<file path="config.mk">
export PLATFORM = sky130hd
export DESIGN_NAME = ssf_status_flags
export DESIGN_NICKNAME = d
export VERILOG_FILES = /design/src/ssf_pkg.sv /design/src/ssf_flag_cell.sv /design/src/ssf_status_flags.sv
export SDC_FILE = /design/constraint.sdc
export NUM_CORES = 1
export LEC_CHECK = 0
export BUFFER_PORTS_ARGS = -buffer_cell sky130_fd_sc_hd__buf_2
export CAP_MARGIN = 5
export CORE_MARGIN = 10
export CORE_UTILIZATION = 49
export CTS_CLUSTER_SIZE = 16
export DETAILED_ROUTE_END_ITERATION = 12
export HOLD_SLACK_MARGIN = 0.1
export PLACE_DENSITY = 0.84
export SYNTH_ARGS = -nofsm -noshare
export SYNTH_HDL_FRONTEND = slang
export SYNTH_HIERARCHICAL = 1
export SYNTH_SLANG_ARGS = --single-unit
export TNS_END_PERCENT = 100
</file>
<file path="constraint.sdc">
create_clock -name hclk -period 2.4 [get_ports hclk]
set_clock_uncertainty 0.2 [all_clocks]
set_input_delay 0.12 -clock hclk [delete_from_list [all_inputs] [get_ports hclk]]
set_output_delay 0.12 -clock hclk [all_outputs]
set_load 0.01 [all_outputs]
</file>
<file path="src/ssf_pkg.sv">
// Constants shared by the serial status flag block.
// Assumes a 32-bit AHB-Lite register bus, one register per aligned word.
package ssf_pkg;

    // ****************************************************************
    // Register byte offsets
    // ****************************************************************
    localparam logic [7:0] SSF_OFS_STATUS = 8'h00;
    localparam logic [7:0] SSF_OFS_CONTROL = 8'h04;
    localparam logic [7:0] SSF_OFS_RX_BUF = 8'h08;
    localparam logic [7:0] SSF_OFS_TX_BUF = 8'h0C;
    localparam logic [7:0] SSF_OFS_IRQ_STAT = 8'h10;
    localparam logic [7:0] SSF_OFS_IRQ_MASK = 8'h14;

    // ****************************************************************
    // Status field positions and reset value
    // ****************************************************************
    localparam int SSF_NUM_FLAGS = 5;
    localparam int SSF_TXE_IDX = 0;
    localparam int SSF_RXF_IDX = 1;
    localparam int SSF_OVR_IDX = 2;
    localparam int SSF_FRM_IDX = 3;
    localparam int SSF_PAR_IDX = 4;
    localparam int SSF_TEND_BIT = 2;
    localparam int SSF_FLAG_BIT [SSF_NUM_FLAGS] = '{7, 6, 5, 4, 3};
    localparam logic SSF_FLAG_RST [SSF_NUM_FLAGS] =
        '{1'b1, 1'b0, 1'b0, 1'b0, 1'b0};
    localparam logic SSF_TEND_RST = 1'b1;
    localparam logic [7:0] SSF_STATUS_RST = 8'h84;

    // ****************************************************************
    // Control field positions and reset value
    // ****************************************************************
    localparam int SSF_CTL_SYNC_BIT = 7;
    localparam int SSF_CTL_TXEN_BIT = 5;
    localparam int SSF_CTL_RXEN_BIT = 4;
    localparam int SSF_CTL_TWO_STOP_BIT = 3;
    localparam logic [7:0] SSF_CONTROL_RST = 8'h00;
    localparam logic [7:0] SSF_IRQ_RST = 8'h00;

    // ****************************************************************
    // AHB-Lite encodings
    // ****************************************************************
    localparam logic SSF_HRESP_OKAY = 1'b0;

endpackage : ssf_pkg

</file>
<file path="src/ssf_flag_cell.sv">
// One software-clearable status flag with set priority.
// Assumes the caller decodes status reads and status writes.
`timescale 1ns/1ps
module ssf_flag_cell
    import ssf_pkg::*;
#(
    parameter logic RST_VAL = 1'b0
) (
    // Clock and reset
    input wire logic hclk,
    input wire logic hresetn,
    // Hardware events
    input wire logic init,
    input wire logic set,
    input wire logic hw_clr,
    // Software accesses
    input wire logic rd_seen,
    input wire logic wr_any,
    input wire logic wr_zero,
    // Flag state
    output logic flag,
    output logic set_evt
);

    logic armed_reg;

    // ****************************************************************
    // Read-then-write-zero arming
    // ****************************************************************
    // Armed by a read that saw the flag at 1, spent by any status write
    always_ff @(posedge hclk or negedge hresetn) begin
        if (!hresetn) begin
            armed_reg <= 1'b0;
        end else if (init || wr_any) begin
            armed_reg <= 1'b0;
        end else if (rd_seen && flag) begin
            armed_reg <= 1'b1;
        end
    end

    // ****************************************************************
    // Flag state
    // ****************************************************************
    // Set wins over hw_clr and a software clear in the same cycle; init wins over set
    always_ff @(posedge hclk or negedge hresetn) begin
        if (!hresetn) begin
            flag <= RST_VAL;
        end else if (init) begin
            flag <= RST_VAL;
        end else if (set) begin
            flag <= 1'b1;
        end else if (hw_clr || (wr_zero && armed_reg)) begin
            flag <= 1'b0;
        end
    end

    // Rising-edge event for the interrupt status
    always_ff @(posedge hclk or negedge hresetn) begin
        if (!hresetn) begin
            set_evt <= 1'b0;
        end else begin
            set_evt <= set && !flag && !init;
        end
    end

    // ****************************************************************
    // Checks
    // ****************************************************************
    chk_set_wins: assert property (
        @(posedge hclk) disable iff (!hresetn)
        set && !init |=> flag)
        else $error("flag set lost against a clear");

    chk_no_sw_set: assert property (
        @(posedge hclk) disable iff (!hresetn)
        !flag && !set && !init |=> !flag)
        else $error("flag rose without a hardware set");

    chk_unarmed_clear: assert property (
        @(posedge hclk) disable iff (!hresetn)
        flag && !armed_reg && !hw_clr && !init |=> flag)
        else $error("flag cleared without prior read");

endmodule : ssf_flag_cell

</file>
<file path="src/ssf_status_flags.sv">
// Serial port status flags with an AHB-Lite register slave.
// Assumes the shift logic reports events as one-cycle pulses on hclk.
//
// Decided for this implementation: register access over AHB-Lite and the placing of the registers.
`timescale 1ns/1ps
module ssf_status_flags
    import ssf_pkg::*;
#(
    parameter int DATA_W = 8
) (
    // Clock and reset
    input wire logic hclk,
    input wire logic hresetn,
    // AHB-Lite slave
    input wire logic hsel,
    input wire logic [31:0] haddr,
    input wire logic [1:0] htrans,
    input wire logic hwrite,
    input wire logic [2:0] hsize,
    input wire logic [31:0] hwdata,
    input wire logic hready,
    output logic [31:0] hrdata,
    output logic hreadyout,
    output logic hresp,
    // Power management
    input wire logic low_power_mode,
    // Receiver events
    input wire logic rx_done,
    input wire logic [DATA_W-1:0] rx_char,
    input wire logic rx_frame_err,
    input wire logic rx_parity_err,
    // Transmitter events
    input wire logic tx_load,
    input wire logic tx_last_bit,
    // Shift logic control
    output logic [DATA_W-1:0] tx_char,
    output logic transmit_enable,
    output logic receive_enable,
    output logic sync_mode,
    output logic two_stop,
    output logic rx_halt,
    output logic tx_halt,
    // Interrupt
    output logic irq
);

    logic [7:0] control_reg, irq_stat_reg, irq_mask_reg, wr_addr_reg;
    logic [7:0] status, evt_vec;
    logic [DATA_W-1:0] rx_buffer_reg;
    logic tend_reg, wr_pend_reg;
    logic [31:0] rd_next;
    logic [SSF_NUM_FLAGS-1:0] flag, flag_set, flag_clr, flag_evt, wr_zero;
    logic ap_valid, rd_status, rd_rx, wr_status, wr_tx, wr_ctl;
    logic halt_now, tx_stop_now, rx_take, ovr, err_rx, good_rx, tx_go;

    // ****************************************************************
    // AHB-Lite decode
    // ****************************************************************
    // Address phase taken when selected, non-idle and bus ready
    assign ap_valid = hsel && htrans[1] && hready;
    assign rd_status = ap_valid && !hwrite && haddr[7:0] == SSF_OFS_STATUS;
    assign rd_rx = ap_valid && !hwrite && haddr[7:0] == SSF_OFS_RX_BUF;
    assign wr_status = wr_pend_reg && wr_addr_reg == SSF_OFS_STATUS;
    assign wr_tx = wr_pend_reg && wr_addr_reg == SSF_OFS_TX_BUF;
    assign wr_ctl = wr_pend_reg && wr_addr_reg == SSF_OFS_CONTROL;

    // Write address held into the data phase
    always_ff @(posedge hclk or negedge hresetn) begin
        if (!hresetn) begin
            wr_pend_reg <= 1'b0;
            wr_addr_reg <= 8'h00;
        end else begin
            wr_pend_reg <= ap_valid && hwrite;
            wr_addr_reg <= haddr[7:0];
        end
    end

    // Read data mux; unmapped offsets read zero
    always_comb begin
        rd_next = 32'h0000_0000;
        unique case (haddr[7:0])
            SSF_OFS_STATUS: rd_next[7:0] = status;
            SSF_OFS_CONTROL: rd_next[7:0] = control_reg;
            SSF_OFS_RX_BUF: rd_next[DATA_W-1:0] = rx_buffer_reg;
            SSF_OFS_TX_BUF: rd_next[DATA_W-1:0] = tx_char;
            SSF_OFS_IRQ_STAT: rd_next[7:0] = irq_stat_reg;
            SSF_OFS_IRQ_MASK: rd_next[7:0] = irq_mask_reg;
            default: rd_next = 32'h0000_0000;
        endcase
    end

    // Zero-wait answer, always OKAY
    always_ff @(posedge hclk or negedge hresetn) begin
        if (!hresetn) begin
            hrdata <= 32'h0000_0000;
            hreadyout <= 1'b1;
            hresp <= SSF_HRESP_OKAY;
        end else begin
            hreadyout <= 1'b1;
            hresp <= SSF_HRESP_OKAY;
            if (ap_valid && !hwrite) begin
                hrdata <= rd_next;
            end
        end
    end

    // ****************************************************************
    // Software registers
    // ****************************************************************
    // Control register steers enables, mode and stop bits
    always_ff @(posedge hclk or negedge hresetn) begin
        if (!hresetn) begin
            control_reg <= SSF_CONTROL_RST;
        end else if (wr_ctl) begin
            control_reg <= hwdata[7:0];
        end
    end

    // Transmit buffer written by software
    always_ff @(posedge hclk or negedge hresetn) begin
        if (!hresetn) begin
            tx_char <= '0;
        end else if (wr_tx) begin
            tx_char <= hwdata[DATA_W-1:0];
        end
    end

    assign transmit_enable = control_reg[SSF_CTL_TXEN_BIT];
    assign receive_enable = control_reg[SSF_CTL_RXEN_BIT];
    assign sync_mode = control_reg[SSF_CTL_SYNC_BIT];
    assign two_stop = control_reg[SSF_CTL_TWO_STOP_BIT];

    // ****************************************************************
    // Reception and transmission events
    // ****************************************************************
    // Any error flag stops reception, and transmit in synchronous mode
    assign halt_now = flag[SSF_OVR_IDX] || flag[SSF_FRM_IDX]
        || flag[SSF_PAR_IDX];
    assign tx_stop_now = halt_now && sync_mode;
    assign rx_take = rx_done && receive_enable && !halt_now;
    assign ovr = rx_take && flag[SSF_RXF_IDX];
    assign err_rx = rx_take && !flag[SSF_RXF_IDX]
        && (rx_frame_err || rx_parity_err);
    assign good_rx = rx_take && !flag[SSF_RXF_IDX] && !err_rx;
    assign tx_go = tx_load && !tx_stop_now;

    // Receive buffer keeps old data on overrun
    always_ff @(posedge hclk or negedge hresetn) begin
        if (!hresetn) begin
            rx_buffer_reg <= '0;
        end else if (good_rx || err_rx) begin
            rx_buffer_reg <= rx_char;
        end
    end

    // rx_halt mirrors the error flags, tx_halt only in synchronous mode
    always_ff @(posedge hclk or negedge hresetn) begin
        if (!hresetn) begin
            rx_halt <= 1'b0;
            tx_halt <= 1'b0;
        end else begin
            rx_halt <= halt_now;
            tx_halt <= tx_stop_now;
        end
    end

    // ****************************************************************
    // Status flags
    // ****************************************************************
    // Per-flag set and hardware clear causes
    always_comb begin
        flag_set = '0;
        flag_clr = '0;
        flag_set[SSF_TXE_IDX] = !transmit_enable || tx_go;
        flag_clr[SSF_TXE_IDX] = wr_tx;
        flag_set[SSF_RXF_IDX] = good_rx;
        flag_clr[SSF_RXF_IDX] = rd_rx;
        flag_set[SSF_OVR_IDX] = ovr;
        flag_set[SSF_FRM_IDX] = err_rx && rx_frame_err;
        flag_set[SSF_PAR_IDX] = err_rx && rx_parity_err;
    end

    genvar gi;
    generate
        for (gi = 0; gi < SSF_NUM_FLAGS; gi++) begin : g_flag
            // Zero written to this bit position
            assign wr_zero[gi] = wr_status && !hwdata[SSF_FLAG_BIT[gi]];
            ssf_flag_cell #(
                .RST_VAL(SSF_FLAG_RST[gi])
            ) u_cell (
                .hclk(hclk),
                .hresetn(hresetn),
                .init(low_power_mode),
                .set(flag_set[gi]),
                .hw_clr(flag_clr[gi]),
                .rd_seen(rd_status),
                .wr_any(wr_status),
                .wr_zero(wr_zero[gi]),
                .flag(flag[gi]),
                .set_evt(flag_evt[gi])
            );
            assign status[SSF_FLAG_BIT[gi]] = flag[gi];
            assign evt_vec[SSF_FLAG_BIT[gi]] = flag_evt[gi];
        end
    endgenerate

    // Transmit end clears on a tx buffer write or a zero written over a set empty flag, armed or not
    always_ff @(posedge hclk or negedge hresetn) begin
        if (!hresetn) begin
            tend_reg <= SSF_TEND_RST;
        end else if (low_power_mode) begin
            tend_reg <= SSF_TEND_RST;
        end else if (!transmit_enable
                     || (tx_last_bit && flag[SSF_TXE_IDX])) begin
            tend_reg <= 1'b1;
        end else if (wr_tx || (wr_zero[SSF_TXE_IDX]
                     && flag[SSF_TXE_IDX])) begin
            tend_reg <= 1'b0;
        end
    end

    assign status[SSF_TEND_BIT] = tend_reg;
    assign status[1:0] = 2'b00;
    assign evt_vec[SSF_TEND_BIT] = 1'b0;
    assign evt_vec[1:0] = 2'b00;

    // ****************************************************************
    // Interrupt status, mask and output
    // ****************************************************************
    // Sticky events, write one to clear, new event wins
    always_ff @(posedge hclk or negedge hresetn) begin
        if (!hresetn) begin
            irq_stat_reg <= SSF_IRQ_RST;
        end else if (wr_pend_reg && wr_addr_reg == SSF_OFS_IRQ_STAT) begin
            irq_stat_reg <= (irq_stat_reg & ~hwdata[7:0]) | evt_vec;
        end else begin
            irq_stat_reg <= irq_stat_reg | evt_vec;
        end
    end

    always_ff @(posedge hclk or negedge hresetn) begin
        if (!hresetn) begin
            irq_mask_reg <= SSF_IRQ_RST;
        end else if (wr_pend_reg && wr_addr_reg == SSF_OFS_IRQ_MASK) begin
            irq_mask_reg <= hwdata[7:0];
        end
    end

    always_ff @(posedge hclk or negedge hresetn) begin
        if (!hresetn) begin
            irq <= 1'b0;
        end else begin
            irq <= |(irq_stat_reg & irq_mask_reg);
        end
    end

    // ****************************************************************
    // Checks
    // ****************************************************************
    chk_low_power_init: assert property (
        @(posedge hclk) disable iff (!hresetn)
        low_power_mode |=> status == SSF_STATUS_RST)
        else $error("status not at reset value after low power");
    chk_txe_disabled: assert property (
        @(posedge hclk) disable iff (!hresetn)
        !transmit_enable |=> flag[SSF_TXE_IDX])
        else $error("tx empty low while transmit disabled");
    chk_txe_clear_cause: assert property (
        @(posedge hclk) disable iff (!hresetn)
        $fell(flag[SSF_TXE_IDX]) |-> $past(wr_tx)
            || $past(wr_zero[SSF_TXE_IDX]))
        else $error("tx empty cleared without cause");
    chk_rxf_set_cause: assert property (
        @(posedge hclk) disable iff (!hresetn)
        $rose(flag[SSF_RXF_IDX]) |-> $past(good_rx))
        else $error("rx full set without clean reception");
    chk_rxf_clear_cause: assert property (
        @(posedge hclk) disable iff (!hresetn)
        $fell(flag[SSF_RXF_IDX]) |-> $past(rd_rx) || $past(wr_status)
            || $past(low_power_mode))
        else $error("rx full cleared without cause");
    chk_rx_disabled_hold: assert property (
        @(posedge hclk) disable iff (!hresetn)
        !receive_enable |=> $stable(rx_buffer_reg))
        else $error("rx buffer changed with receive disabled");
    chk_overrun_drop: assert property (
        @(posedge hclk) disable iff (!hresetn)
        ovr && !low_power_mode |=> $stable(rx_buffer_reg)
            && flag[SSF_OVR_IDX])
        else $error("overrun did not keep old data or set flag");
    chk_halted_rx: assert property (
        @(posedge hclk) disable iff (!hresetn)
        rx_done && flag[SSF_OVR_IDX] |=> $stable(rx_buffer_reg) && rx_halt)
        else $error("reception continued during overrun");
    chk_framing_store: assert property (
        @(posedge hclk) disable iff (!hresetn)
        err_rx && rx_frame_err && !low_power_mode |=>
            rx_buffer_reg == $past(rx_char) && !flag[SSF_RXF_IDX]
            && flag[SSF_FRM_IDX])
        else $error("framing error handling wrong");
    chk_frm_clear_cause: assert property (
        @(posedge hclk) disable iff (!hresetn)
        $fell(flag[SSF_FRM_IDX]) |-> $past(wr_status)
            || $past(low_power_mode))
        else $error("framing flag cleared without status write");

    cov_overrun: cover property (@(posedge hclk) disable iff (!hresetn)
        ovr);
    cov_framing: cover property (@(posedge hclk) disable iff (!hresetn)
        err_rx && rx_frame_err);
    cov_txe_write: cover property (@(posedge hclk) disable iff (!hresetn)
        $fell(flag[SSF_TXE_IDX]));
    cov_irq: cover property (@(posedge hclk) disable iff (!hresetn)
        $rose(irq));

endmodule : ssf_status_flags

</file>
==> flow_metrics.py <==
metrics = {
    "worst_setup_path": {
        "worstPathCellList": "or4b_4 -> or4_4 -> mux2_4",
        "critPathTopFamily": "simple AND/OR/NAND/NOR gates",
        "worst-path-buf-inv": 0,
        "required_ps": 2440,
        "critPathMaxFanout": 8,
        "cp_slowest_stage_delay_ps": 630,
        "crit_path_start_kind": "flop",
        "slowest_stage": "or4_4",
        "cp-end-kind": "flop",
        "path_class": "reg2reg",
        "arrival_ps": 2290,
    },
    "routing": {
        "wl_per_cell_um": 17.47,
        "vias_per_cell": 5.250,
        "drtIter0Drc": 127,
        "via_count": 2641,
        "dr.pass1.iters": 4,
        "final_antenna_net_count": 0,
        "routed_wl_mm": 8.789,
        "drc": 0,
    },
    "global_route": {
        "grtUsageMet2_pct": 26.63,
        "met3_usage_pct": 5.897,
        "grt_pass1_wl_mm": 14.39,
        "busiest_layer": "met2",
        "grt_max_degree": 77,
        "grt-ovfl-total": 0,
        "grt_pass1_vias": 2803,
        "antenna_found_initial": 0,
        "grtUsageMet1_pct": 18.94,
        "grt_usage_pct": 16.14,
    },
    "timing": {
        "report.final.setup_viol": 0,
        "fin_ws_ps": 148.2,
        "hold_viol": 0,
        "drv_slew": 0,
        "fmax_mhz": 444.1,
        "period_share_pct": 93.83,
        "setup_tns_ps": 0,
        "min_period_ps": 2252,
        "rsz0062_at_grt": "no",
    },
    "yosys": {
        "ys_types": 40,
        "synthCells": 292,
        "ys_seq_area_share_pct": 54.38,
        "mappedNetlistArea_um2": 3502,
        "synth_seq_cells": 76,
        "yosys_warnings": 6,
        "avgSynthCellArea_um2": 11.99,
    },
    "clock_tree": {
        "postCtsSetupBuffers": 0,
        "htreeDepth": 3,
        "cts_made_buffers": 9,
        "clock_path_buffers": 2,
        "cts_root_buffer": "clkbuf_8",
        "clkSinkCount": 76,
        "cts.clk_slew.worst_paths_ps": 70,
        "cts_tree": "built",
        "insertion_delay_ps": 350,
    },
    "die": {
        "die_h_um": 104.5,
        "rows": 30,
        "io_pins": 137,
        "die_width_um": 104.5,
        "initial_core_util_pct": 50.98,
        "core_um2": 6869,
        "die_area_um2": 10930,
    },
    "final_layout": {
        "seq_area_um2": 1904,
        "final_nets": 490,
        "area_growth_pct": 26.94,
        "fillers": 565,
        "antenna_cells": 0,
        "multi_input_area_um2": 1438,
        "final_layout_size_suffix_gt1_share_pct": 32.19,
    },
    "pwr": {
        "vdd_ir_drop_max_mv": 0.3745,
        "power_density_nw_per_um2": 549.5,
        "cellLeakagePower_uw": 0.002245,
    },
    "placed_design": {
        "port_buffers": 58,
        "place_congestion": 0.8481,
        "post-place-ws_ps": 86.93,
        "dp_hpwl_mm": 6.236,
    },
    "run_status": {
        "outcome": "finished clean",
    },
    "job": {
        "drv_cap": 0,
    },
    "hold_path": {
        "hold_path.class": "in2async",
    },
}
[cell usage after synthesis (all sizes together)]
cell type,number,area [um^2]
nand4,1,6.260
mux4,4,90.09
and2,3,18.77
a311o,1,10.01
a22oi,6,45.04
o21ai,7,35.03
o31ai,3,22.52
clkbuf,5,18.77
o31a,2,17.52
dfstp,2,52.55
nor3,9,45.04
a21o,5,37.54
nand3,1,5.000
conb,2,7.510
nor3b,6,45.04
nor4,3,33.78
a31oi,4,25.02
o22ai,2,12.51
nand2,19,71.32
a21boi,3,22.52
mux2,34,412.9
inv,13,48.80
a211oi,1,7.510
or4b,1,13.76
buf,29,216.5
a21oi,9,45.04
dfrtp,74,1852
nand2b,3,18.77
nand4b,1,8.760
nor2,19,71.32
mux2i,12,120.1
nor4b,2,17.52
and4,1,8.760
or3,2,12.51
or4,3,26.27
[worst paths after layout]
| kind | depth (start not counted) | slack [ps] | from | to |
|---|---|---|---|---|
| max | 3 | 150 | wr_addr_reg[5] | irq_mask_reg[3] |
| min | 3 | 110 | hresetn | g_flag[3].u_cell/armed_reg |
| max reg2reg | 3 | 150 | wr_addr_reg[5] | irq_mask_reg[3] |
| min reg2reg | 1 | 230 | g_flag[0].u_cell/set_evt | irq_stat_reg[7] |
| max in group asynchronous | 3 | 1510 | hresetn | g_flag[0].u_cell/flag |
| min in group hclk | 1 | 230 | g_flag[0].u_cell/set_evt | irq_stat_reg[7] |
[metrics by stage]
step	utilization (%)	instance area (um^2)	hold slack [ps]	power (uW)	instances
after floorplan	-	3603	-375.6	1463	319
after CTS	64.48	4429	128.2	2457	503
after detailed placement	56.48	3880	-16.97	1529	450
after global routing	64.72	4446	151.6	2549	503
final	64.72	4446	113.6	2443	503
after global placement	56.48	3880	-20.49	1521	450
[layout by cell type, fill, tap and decap left out, types with 4 or more instances in the layout]
cell type	instances
a31oi_1	4
nor2_1	19
inv_1	13
nor3_1	8
mux2_4	8
buf_2	58
dlygate4sd3_1	37
mux4_2	4
o21ai_0	7
a21o_1	5
conb_1	29
buf_4	10
clkbuf_8	11
a22oi_1	6
a21oi_1	9
mux2_2	26
nand2_1	19
mux2i_1	12
dfrtp_1	74
nor3b_1	6
[cells by family after synthesis]
| group | count (synthesis) | share of synthesized area, % |
|---|---|---|
| simple gates | 74 | 11.50 |
| mux | 50 | 17.79 |
| flops | 76 | 54.38 |
| other cells | 2 | 0.2144 |
| buf+inv | 47 | 8.110 |
| compound gates | 43 | 8.003 |
[per-layer routing]
| metal | wire length (um) | vias up |
|---|---|---|
| met3 | 622 | 10 |
| met1 | 3741 | 1329 |
| met2 | 4311 | 107 |
| met4 | 114 | 0 |
| met5 | 0 | - |
| li1 | - | 1195 |
[report_power, final]
part	internal [uW]	switching, uW
logic	106	118
registers	1310	19.2
clock network	429	463
[cell type report]
type                    count  area share (%)
multi-input cells         196           32.34
inverters                  13           1.098
clock buffers              12           3.490
clock inverters             4          0.5348
repair buffers            106           17.00
well taps                  96           2.702
flip-flops and latches     76           42.84
[timing repair]
| action | 4_1_cts | 5_1_grt |
|---|---|---|
| setup endpoints to repair | 0 | 4 |
| gates resized for setup | 0 | 3 |
| hold endpoints to repair | 147 | 0 |
| hold buffers | 37 | 0 |
[tightest hold or removal path, cell delays in order]
cell           delay [ps]
dlygate4sd3_1         520
buf_2                 120
buf_12                320
No activity file was read; power rests on OpenSTA's default activity.
